File: config.mk
export PLATFORM = sky130hd
export DESIGN_NAME = dskad_top
export DESIGN_NICKNAME = d
export VERILOG_FILES = /design/src/logic/dskad_pkg.sv /design/src/logic/dskad_top.sv /design/src/logic/dskad_sync.sv
export SDC_FILE = /design/constraint.sdc
export NUM_CORES = 1
export LEC_CHECK = 0
export ABC_CLOCK_PERIOD_IN_PS = 2500
export BUFFER_PORTS_ARGS = -buffer_cell sky130_fd_sc_hd__buf_2
export CAP_MARGIN = 15
export CORE_ASPECT_RATIO = 0.7
export CORE_MARGIN = 2
export CORE_UTILIZATION = 35
export CTS_CLUSTER_DIAMETER = 60
export DETAILED_ROUTE_END_ITERATION = 6
export SYNTH_ARGS = -nofsm -noshare
export SYNTH_HDL_FRONTEND = slang
export SYNTH_SLANG_ARGS = --single-unit
File: constraint.sdc
create_clock -name clock_in -period 2.5 [get_ports clock_in]
set_input_delay 0.25 -clock clock_in [delete_from_list [all_inputs] [get_ports clock_in]]
set_output_delay 0.25 -clock clock_in [all_outputs]
set_load 0.01 [all_outputs]
File: src/logic/dskad_pkg.sv
// Purpose: Shared constants and carriers for the diskette adapter glue logic
// Assumes: 125 MHz channel clock, byte-wide I/O channel
// Notes:   Port addresses are channel I/O addresses, ten bits wide
package dskad_pkg;

	// Channel I/O addresses
	localparam logic [9:0] DSKAD_ADDR_DOC    = 10'h3F2;
	localparam logic [9:0] DSKAD_ADDR_STATUS = 10'h3F4;
	localparam logic [9:0] DSKAD_ADDR_DATA   = 10'h3F5;

	// Field positions in digital_output_control
	localparam int DSKAD_DOC_SEL_LO   = 0;
	localparam int DSKAD_DOC_SEL_HI   = 1;
	localparam int DSKAD_DOC_RUN      = 2;
	localparam int DSKAD_DOC_REQ_EN   = 3;
	localparam int DSKAD_DOC_MOTOR_LO = 4;
	localparam int DSKAD_DOC_MOTOR_HI = 7;
	localparam logic [7:0] DSKAD_DOC_RESET = 8'h00;

	// Drive timing that software must respect
	localparam int DSKAD_CLK_MHZ        = 125;
	localparam int DSKAD_HEAD_LOAD_MS   = 35;
	localparam int DSKAD_HEAD_SETTLE_MS = 15;
	localparam int DSKAD_MOTOR_START_MS = 250;
	localparam longint DSKAD_HEAD_LOAD_CYC   = longint'(DSKAD_HEAD_LOAD_MS) * 1000 * DSKAD_CLK_MHZ;
	localparam longint DSKAD_HEAD_SETTLE_CYC = longint'(DSKAD_HEAD_SETTLE_MS) * 1000 * DSKAD_CLK_MHZ;
	localparam longint DSKAD_MOTOR_START_CYC = longint'(DSKAD_MOTOR_START_MS) * 1000 * DSKAD_CLK_MHZ;

	// Controller programming constants
	localparam logic [3:0] DSKAD_STEP_RATE_TIME   = 4'hC;
	localparam logic [3:0] DSKAD_HEAD_UNLOAD_TIME = 4'hF;
	localparam logic [6:0] DSKAD_HEAD_LOAD_TIME   = 7'h01;
	localparam logic [7:0] DSKAD_SECTOR_SIZE      = 8'h02;
	localparam logic [7:0] DSKAD_SECTORS_PER_TRACK = 8'h08;
	localparam logic [7:0] DSKAD_GAP_LENGTH_RW    = 8'h2A;
	localparam logic [7:0] DSKAD_GAP_LENGTH_FMT   = 8'h05;

	// Host channel inputs after synchronising
	typedef struct packed {
		logic [9:0] addr;
		logic [7:0] data;
		logic       aen;
		logic       iow;
		logic       ior;
		logic       dack;
		logic       tc;
	} dskad_chan_t;

	// Controller side of the adapter
	typedef struct packed {
		logic       drq;
		logic       irq;
		logic       step;
		logic       dir;
		logic       head;
		logic       wdata;
		logic       wgate;
		logic [7:0] rdata;
	} dskad_ctl_t;

	// Drive inputs, active high after inversion
	typedef struct packed {
		logic index;
		logic wprot;
		logic trk0;
		logic rdata;
	} dskad_drv_t;

endpackage

File: src/logic/dskad_top.sv
// Purpose: Glue between the I/O channel, the diskette controller and drives
// Assumes: Controller core sits outside and talks over ctl ports
// Notes:   Drive outputs are open collector: oe low pulls the line low
//
// Operation
// - Bit 7 runs fourth motor; reset clears.
// - Address ignored while AEN active.
// - Write latches data at strobe end.
// - Read drives addressed register onto bus.
// - DACK selects data register, drops DRQ.
// - TC with DACK ends the transfer.
// - Channel reset aborts and clears register.
// - DRQ raised when ready, dropped on service.
// - IRQ on completion, cleared by results.
// - Direction set before each step pulse.
// - Head select low picks head 1.
// - Write data edges only with write enable.
// - Bits 1:0 choose the selected drive.
// - Bit 3 gates IRQ and DRQ outward.
// - Bits 4 to 6 run motors A-C.
`timescale 1ns/100ps
module dskad_top #(
	parameter int DRIVES = 4
) (
	input  wire logic        clock_in,
	input  wire logic        nrst_in,
	input  wire logic        chan_reset_in,
	input  wire logic [9:0]  chan_addr_in,
	input  wire logic [7:0]  chan_data_in,
	output logic      [7:0]  chan_data_out,
	output logic             chan_data_oe_out,
	input  wire logic        chan_aen_in,
	input  wire logic        chan_iow_n_in,
	input  wire logic        chan_ior_n_in,
	input  wire logic        chan_dack2_n_in,
	input  wire logic        chan_tc_in,
	output logic             chan_drq2_out,
	output logic             chan_irq6_out,
	input  wire dskad_pkg::dskad_ctl_t ctl_in,
	input  wire logic [7:0]  ctl_status_in,
	output logic             ctl_reset_out,
	output logic             ctl_data_wr_out,
	output logic             ctl_data_rd_out,
	output logic             ctl_status_rd_out,
	output logic [7:0]       ctl_wdata_out,
	output logic             ctl_dack_out,
	output logic             ctl_tc_out,
	output dskad_pkg::dskad_drv_t ctl_drv_out,
	output logic [DRIVES-1:0] drv_select_out,
	output logic [DRIVES-1:0] drv_motor_out,
	output logic             drv_step_out,
	output logic             drv_dir_out,
	output logic             drv_head1_out,
	output logic             drv_wdata_out,
	output logic             drv_wgate_out,
	input  wire logic        drv_index_n_in,
	input  wire logic        drv_wprot_n_in,
	input  wire logic        drv_trk0_n_in,
	input  wire logic        drv_rdata_n_in
);
	import dskad_pkg::*;

	localparam int CHW = $bits(dskad_chan_t);
	localparam int DVW = $bits(dskad_drv_t);

	typedef struct packed {
		logic [7:0]        doc;
		logic              iow_d;
		logic              ior_d;
		logic [9:0]        wr_addr;
		logic              wr_dack;
		logic [7:0]        wr_data;
		logic [7:0]        bus;
		logic              bus_oe;
		logic              drq;
		logic              irq;
		logic              tc_end;
		logic              ctl_reset;
		logic              data_wr;
		logic              data_rd;
		logic              stat_rd;
		logic [7:0]        wdata;
		logic              dack;
		logic              tc;
		dskad_drv_t        drv;
		logic [DRIVES-1:0] sel_oe;
		logic [DRIVES-1:0] mot_oe;
		logic              step_oe;
		logic              dir_oe;
		logic              head_oe;
		logic              wd_oe;
		logic              wg_oe;
	} dskad_state_t;

	dskad_state_t state;
	dskad_state_t next_state;
	dskad_chan_t  chan;
	dskad_drv_t   drv;
	logic         rst_sync;

	// Channel pins come from outside the clock domain
	dskad_sync #(.WIDTH(CHW + 1)) u_chan_sync (
		.clock_in (clock_in),
		.nrst_in  (nrst_in),
		.async_in ({chan_addr_in, chan_data_in, chan_aen_in, ~chan_iow_n_in,
			~chan_ior_n_in, ~chan_dack2_n_in, chan_tc_in, chan_reset_in}),
		.sync_out ({chan, rst_sync})
	);

	// Drive inputs are active low on the cable
	dskad_sync #(.WIDTH(DVW)) u_drv_sync (
		.clock_in (clock_in),
		.nrst_in  (nrst_in),
		.async_in ({~drv_index_n_in, ~drv_wprot_n_in, ~drv_trk0_n_in, ~drv_rdata_n_in}),
		.sync_out (drv)
	);

	// Address decode, qualified by AEN
	function automatic logic hit(input logic [9:0] a, input logic aen,
			input logic [9:0] port);
		hit = !aen && (a == port);
	endfunction

	always_comb begin
		next_state          = state;
		next_state.iow_d    = chan.iow;
		next_state.ior_d    = chan.ior;
		next_state.data_wr  = 1'b0;
		next_state.data_rd  = 1'b0;
		next_state.stat_rd  = 1'b0;
		next_state.tc_end   = 1'b0;
		next_state.dack     = chan.dack;
		next_state.drv      = drv;

		// AEN masks address; capture while strobe is active
		if (chan.iow) begin
			next_state.wr_addr = chan.addr;
			next_state.wr_dack = chan.dack;
			next_state.wr_data = chan.data;
		end

		// latch at trailing edge of write strobe
		if (state.iow_d && !chan.iow) begin
			if (state.wr_dack) begin
				next_state.data_wr = 1'b1;
				next_state.wdata   = state.wr_data;
			end else if (hit(state.wr_addr, chan.aen, DSKAD_ADDR_DOC)) begin
				next_state.doc = state.wr_data;
			end else if (hit(state.wr_addr, chan.aen, DSKAD_ADDR_DATA)) begin
				next_state.data_wr = 1'b1;
				next_state.wdata   = state.wr_data;
			end
		end

		// gate addressed register while read is active
		// DACK selects data register regardless of address
		next_state.bus_oe = 1'b0;
		next_state.bus    = 8'h00;
		if (chan.ior) begin
			if (chan.dack || hit(chan.addr, chan.aen, DSKAD_ADDR_DATA)) begin
				next_state.bus_oe = 1'b1;
				next_state.bus    = ctl_in.rdata;
			end else if (hit(chan.addr, chan.aen, DSKAD_ADDR_DOC)) begin
				next_state.bus_oe = 1'b1;
				next_state.bus    = state.doc;
			end else if (hit(chan.addr, chan.aen, DSKAD_ADDR_STATUS)) begin
				next_state.bus_oe = 1'b1;
				next_state.bus    = ctl_status_in;
			end
		end

		// Read side effect pulses on the leading edge only
		if (chan.ior && !state.ior_d) begin
			if (chan.dack || hit(chan.addr, chan.aen, DSKAD_ADDR_DATA)) begin
				next_state.data_rd = 1'b1;
			end else if (hit(chan.addr, chan.aen, DSKAD_ADDR_STATUS)) begin
				next_state.stat_rd = 1'b1;
			end
		end

		// TC only counts together with DACK
		next_state.tc = chan.tc && chan.dack;
		if (chan.tc && chan.dack) begin
			next_state.tc_end = 1'b1;
		end

		// DRQ follows controller, dropped on DACK or data read
		next_state.drq = ctl_in.drq && state.doc[DSKAD_DOC_REQ_EN] && !chan.dack
			&& !next_state.data_rd;
		// controller holds IRQ until results are read
		next_state.irq = ctl_in.irq && state.doc[DSKAD_DOC_REQ_EN];

		// bit 2 low holds controller in reset
		next_state.ctl_reset = !state.doc[DSKAD_DOC_RUN];

		// bits 1:0 pick the drive; low oe pulls select active
		for (int i = 0; i < DRIVES; i++) begin
			next_state.sel_oe[i] =
				(state.doc[DSKAD_DOC_SEL_HI:DSKAD_DOC_SEL_LO] != 2'(i));
			// motor bits 4 to 6; bit 7 for fourth drive
			next_state.mot_oe[i] = !state.doc[DSKAD_DOC_MOTOR_LO + i];
		end

		// direction passes straight, controller orders it before step
		next_state.step_oe = !ctl_in.step;
		next_state.dir_oe  = !ctl_in.dir;
		// head 1 pulls the line low
		next_state.head_oe = !ctl_in.head;
		// write data only passes while write gate is on
		next_state.wd_oe   = !(ctl_in.wdata && ctl_in.wgate);
		next_state.wg_oe   = !ctl_in.wgate;

		// channel reset clears the register and aborts
		if (rst_sync) begin
			next_state.doc       = DSKAD_DOC_RESET;
			next_state.drq       = 1'b0;
			next_state.irq       = 1'b0;
			next_state.ctl_reset = 1'b1;
			next_state.data_wr   = 1'b0;
		end
		if (!nrst_in) begin
			next_state         = '0;
			next_state.doc     = DSKAD_DOC_RESET;
			next_state.ctl_reset = 1'b1;
			// Code 00 decodes to the first drive, so reset matches the decode
			next_state.sel_oe  = ~DRIVES'(1'b1);
			next_state.mot_oe  = '1;
			next_state.step_oe = 1'b1;
			next_state.dir_oe  = 1'b1;
			next_state.head_oe = 1'b1;
			next_state.wd_oe   = 1'b1;
			next_state.wg_oe   = 1'b1;
		end
	end

	// Single state register, synchronous reset handled above
	always_ff @(posedge clock_in) begin
		state <= next_state;
	end

	// Outputs straight from flops; open collector drives constant low
	assign chan_data_out     = state.bus;
	assign chan_data_oe_out  = state.bus_oe;
	assign chan_drq2_out     = state.drq;
	assign chan_irq6_out     = state.irq;
	assign ctl_reset_out     = state.ctl_reset;
	assign ctl_data_wr_out   = state.data_wr;
	assign ctl_data_rd_out   = state.data_rd;
	assign ctl_status_rd_out = state.stat_rd;
	assign ctl_wdata_out     = state.wdata;
	assign ctl_dack_out      = state.dack;
	assign ctl_tc_out        = state.tc;
	assign ctl_drv_out       = state.drv;
	assign drv_select_out    = state.sel_oe;
	assign drv_motor_out     = state.mot_oe;
	assign drv_step_out      = state.step_oe;
	assign drv_dir_out       = state.dir_oe;
	assign drv_head1_out     = state.head_oe;
	assign drv_wdata_out     = state.wd_oe;
	assign drv_wgate_out     = state.wg_oe;

	// Assertions
	doc_reset_a: assert property (@(posedge clock_in) disable iff (!nrst_in)
		rst_sync |=> state.doc == DSKAD_DOC_RESET) else $error("doc not cleared");
	motor4_a: assert property (@(posedge clock_in) disable iff (!nrst_in)
		state.doc[DSKAD_DOC_MOTOR_HI] |=> !drv_motor_out[DRIVES-1])
		else $error("fourth motor not driven");
	aen_block_a: assert property (@(posedge clock_in) disable iff (!nrst_in)
		(chan.ior && chan.aen && !chan.dack) |=> !chan_data_oe_out)
		else $error("decode during aen");
	write_doc_a: assert property (@(posedge clock_in) disable iff (!nrst_in)
		(state.iow_d && !chan.iow && !state.wr_dack && !rst_sync
		&& hit(state.wr_addr, chan.aen, DSKAD_ADDR_DOC)) |=> state.doc == $past(state.wr_data))
		else $error("doc write lost");
	read_doc_a: assert property (@(posedge clock_in) disable iff (!nrst_in)
		(chan.ior && !chan.dack && hit(chan.addr, chan.aen, DSKAD_ADDR_DOC))
		|=> chan_data_oe_out && chan_data_out == $past(state.doc))
		else $error("doc read wrong");
	dack_drq_a: assert property (@(posedge clock_in) disable iff (!nrst_in)
		chan.dack |=> !chan_drq2_out) else $error("drq with dack");
	tc_end_a: assert property (@(posedge clock_in) disable iff (!nrst_in)
		(chan.tc && !chan.dack) |=> !ctl_tc_out) else $error("tc without dack");
	drq_read_a: assert property (@(posedge clock_in) disable iff (!nrst_in)
		ctl_data_rd_out |-> !chan_drq2_out) else $error("drq after data read");
	irq_gate_a: assert property (@(posedge clock_in) disable iff (!nrst_in)
		!state.doc[DSKAD_DOC_REQ_EN] |=> !chan_irq6_out) else $error("irq not gated");
	select_one_a: assert property (@(posedge clock_in) disable iff (!nrst_in)
		$onehot(~drv_select_out)) else $error("select not one");
	head_pin_a: assert property (@(posedge clock_in) disable iff (!nrst_in)
		ctl_in.head |=> !drv_head1_out) else $error("head select wrong");
	wgate_a: assert property (@(posedge clock_in) disable iff (!nrst_in)
		drv_wgate_out |-> drv_wdata_out) else $error("write data without gate");
	ctl_run_a: assert property (@(posedge clock_in) disable iff (!nrst_in)
		!state.doc[DSKAD_DOC_RUN] |=> ctl_reset_out) else $error("controller run");
	motor_a: assert property (@(posedge clock_in) disable iff (!nrst_in)
		state.doc[DSKAD_DOC_MOTOR_LO] |=> !drv_motor_out[0]) else $error("motor a");
	dir_a: assert property (@(posedge clock_in) disable iff (!nrst_in)
		ctl_in.dir |=> !drv_dir_out) else $error("direction lost");

	dma_cov: cover property (@(posedge clock_in) state.tc_end);
	wr_cov: cover property (@(posedge clock_in) ctl_data_wr_out);
	irq_cov: cover property (@(posedge clock_in) chan_irq6_out);
endmodule

File: src/logic/dskad_sync.sv
// Purpose: Two-stage synchroniser for a bundle of asynchronous inputs
// Assumes: Each bit is independent; buses are qualified by strobes later
// Notes:   First stage is read only by the second stage
`timescale 1ns/100ps
module dskad_sync #(
	parameter int WIDTH = 1
) (
	input  wire logic             clock_in,
	input  wire logic             nrst_in,
	input  wire logic [WIDTH-1:0] async_in,
	output logic      [WIDTH-1:0] sync_out
);
	typedef struct packed {
		logic [WIDTH-1:0] meta;
		logic [WIDTH-1:0] stable;
	} dskad_sync_t;

	dskad_sync_t state;
	dskad_sync_t next_state;

	// Shift through two flops
	always_comb begin
		next_state.meta   = async_in;
		next_state.stable = state.meta;
		if (!nrst_in) begin
			next_state = '0;
		end
	end

	always_ff @(posedge clock_in) begin
		state <= next_state;
	end

	assign sync_out = state.stable;
endmodule

==> results summary <==
The worst path arrival time came out at 2.20 ns. By area, the combinational part of the netlist is dominated by simple AND/OR/NAND/NOR gates. The max-cap check violation count is 0. The deepest level of the CTS H-tree came out at 4. In the routed design, unresolved DRC markers number 0. The final count of hold timing violations came out at 0. The wire length reported by the detailed router is 7.74 mm. Of all cell types, the one taking the most synthesized area is dfxtp_1. The number of top-level pins is 95. The total of buffers placed on input and output ports is 94. The number of gates given a new drive strength after cts is 0. The clock passes through at most 2 buffers.

The share of cell area taken by muxes after synthesis came out at between 8 and 9%. The chip width is 135 um. The number of warnings printed during yosys synthesis is 0.

The synthesized design contains 0 enable-type register cells. Dividing the final minimum period by the clock period gives 75.0%. The area growth from synthesis to layout is 27.0%.

The CTS tree is done. Between clock sinks in the finished design, the worst skew comes to 0.00657 ns. Once placement finished, the instance area stood at 0.00464 sq mm. OpenSTA, run right after detailed placement, puts the worst setup slack at 0.640 ns.

The wire length per cell is 12.3 um. The iteration count of the initial detailed-routing pass is 4. In this run, the number of DRC markers left after iteration 0 of detailed routing was 73.

The most critical setup path has its endpoint at ctl_wdata_out[1]$_SDFFE_PN0P_. CTS placed an instance of clkbuf_16 at the clock tree root. The total CTS buffers came out at 17.

Yosys attributes the largest share of cell area to dfxtp_1 60%, and2_1 8.3%, mux2i_1 8.3%. The synthesized netlist devotes between 20% and 30% of its cell area to simple gates. For this block, the via count after detailed routing is 2662. The number of global-route vias before repair is 2610. Averaged over all synthesized cells, the footprint is 11.2 sq um. The minimum clock period is 1.87 ns. The highest clock rate came out at roughly 530 MHz. Detailed placement ended at an HPWL of 5.47 mm.

The top cell types in the final layout, fill and taps aside, are 127 x dfxtp_1, 94 x buf_2, 56 x and2_1. The maximum vdd ir drop came out at approximately 0.00046 V. The power consumption came out at 4.86 mW.

The worst setup path is captured at a register. Entering global routing, the biggest net connects 65 pins. The maximum net fanout on the critical path came out at 9. The wire length of the first global-routing pass is ~13 mm. The proportion of synthesized flip-flops having asynchronous set or reset is 0%. The number of antenna cells inserted is 0. The most common cell after layout, fill and taps aside is dfxtp_1. The area of all placed cells without fillers is 0.00537 sq mm. The xor and xnor fraction of the mapped netlist area came out at 0%. The register clock-pin slew on the reported worst setup and hold paths came out at 0.06 ns. The number of vias per cell after detailed routing came out at 4.24. The total power density per cell area is 905 mW/mm^2. The data required time at the worst endpoint came out at around 2.8 ns. The final number of setup-violating endpoints came out at 0. The die area came out at 0.0130 sq mm. In this run the critical register-to-register path is launched from state[55]$_SDFFE_PN0P_. The count of standard-cell rows came out at 33. The start point of the critical path is state[55]$_SDFFE_PN0P_. The share of the synthesized area in compound gates (AO/OA/AOI/OAI) is 4.59%. The synthesized design devotes to its leading area cell type around 60% of total area.

The number of distinct library cells after synthesis is 28. The flow ran to the end, and the final reports show no timing, DRC or antenna violations. The least setup slack across all paths after layout is between 0.6 and 0.7 ns. The logic depth of the worst register-to-register path is 4. In the synthesized netlist the dominant register cell turns out to be dfxtp_1.

The synthesis-stage register bit count is roughly 130. The insertion delay of the later-clocked pin in the worst-skew pair is 0.40 ns. The worst pin sits at a relative slew slack of 53.7%. Across every metal layer, demand over resource in global routing totals between 10% and 20%. The critical path in this run is classified as register to register. The initial cell density of the core is 36.0%. The class of the most critical hold timing path is input pin to register.

The core region area came out at 0.0117 sq mm. Setup repair after global routing left no endpoint under its margin. At the end of routability-driven placement, the weighted congestion stood at 0.737. The count of clock tree sinks is 127.

The worst setup path is launched from a register. The max-slew violation total from the final report came out at 0. The share of synthesized cell area in full adder, half adder and majority cells is 0%. For this run, the post-layout net count is ~500. The worst-case hold slack is roughly 0.014 ns. The leakage power of the design is around 2.2 nW. Summed over all failing endpoints, the final setup total negative slack is 0 ns.

The count of nets left with antenna violations once routing finished came out at 0. The total congestion overflow after global routing came out at 0. The number of antenna violations at the first check in global routing came out at 0. For the pin with the worst max-slew slack, the measured transition is ~0.7 ns.

The floorplan die height came out at 95.9 um. The summed instance area of the synthesized netlist came out at 0.00423 sq mm. The worst-case register-to-register setup slack is between 0.6 and 0.7 ns. The number of standard cells after synthesis is 379. The post-route netlist has 27.8% of its cells at a drive strength greater than 1. The number of nets in the synthesized netlist is 432. The endpoint identified for the worst register-to-register timing path is ctl_wdata_out[1]$_SDFFE_PN0P_. The share of the Yosys chip area taken by registers is 60.2%.
flip-flops by register name, indices dropped and copies added (netlist names), 8 cells and up:
name                  flops
state                    29
ctl_wdata_out             8
u_chan_sync.state        24
chan_data_out             8
u_chan_sync.sync_out     24
worst min path at each step:
stage                                start                           to  slack (ns)  cells past startpoint
floorplan                       ctl_in[11]       drv_dir_out$_SDFF_PN1_        0.31                      1
global placement    state[69]$_SDFFE_PP0P_  drv_motor_out[1]$_SDFF_PN1_        0.39                      1
detailed placement  state[71]$_SDFFE_PP0P_  drv_motor_out[3]$_SDFF_PN1_        0.40                      1
CTS                              ctl_in[8]     drv_wgate_out$_SDFF_PN1_      0.0003                      2
global route                     ctl_in[8]     drv_wgate_out$_SDFF_PN1_      0.0009                      2
finish                          ctl_in[12]      drv_step_out$_SDFF_PN1_        0.01                      2
per-layer routing:
layer	vias to the layer above	share of wire [%]	wire, um	track usage [%]
met5	-	0	0	0
met4	0	2.1	163	6.94
met3	14	7.1	549	5.48
met2	87	40	3060	18.5
met1	1190	51	3970	16.6
li1	1371	-	-	-
through the flow:
step,std cells,util (%)
floorplan,379,-
global placement,587,39.6
detailed placement,587,39.6
CTS,628,45.8
global route,628,45.8
finish,628,45.8
power breakdown:
part           internal [mW]  switching [mW]  leakage (nW)
registers               2.08          0.0195          1.04
clock network           1.73           0.877         0.307
logic                 0.0863          0.0691         0.886
critical path, stage by stage, from the launching register on:
cell	delay [ns]
dfxtp_1	0.31
nand4b_1	0.30
or4_1	0.59
a21oi_4	0.37
mux2i_1	0.23
what timing repair did:
item,4_1_cts,5_1_grt
hold endpoints to repair,9,0
hold buffers,9,0
setup buffers,0,0
cell families (layout without fill, tap and decap cells):
| family | count (synthesis) | in the layout |
|---|---|---|
| AOI/OAI and AO/OA | 22 | 22 |
| DFF | 127 | 127 |
| and+or+nand+nor | 145 | 145 |
| muxes | 35 | 35 |
| buffers and inverters | 50 | 142 |
Yosys cell counts, drive strengths merged, types with 3 or more instances:
library cell,instances
buf,30
nor2,12
dfxtp,127
clkbuf,16
nand2,28
a22o,16
and2,56
nor2b,30
inv,4
nand4b,4
nand3b,3
mux2i,35
final cells by class:
cell class / instances / area [sq um]
fillers: 1127 / 6360
repair buffers: 106 / 583
multi-input cells: 202 / 1390
clock buffers: 20 / 457
inverters: 4 / 15.0
clock inverters: 12 / 184
well taps: 157 / 196
flip-flops and latches: 127 / 2540
No activity file was read; power rests on OpenSTA's default activity.
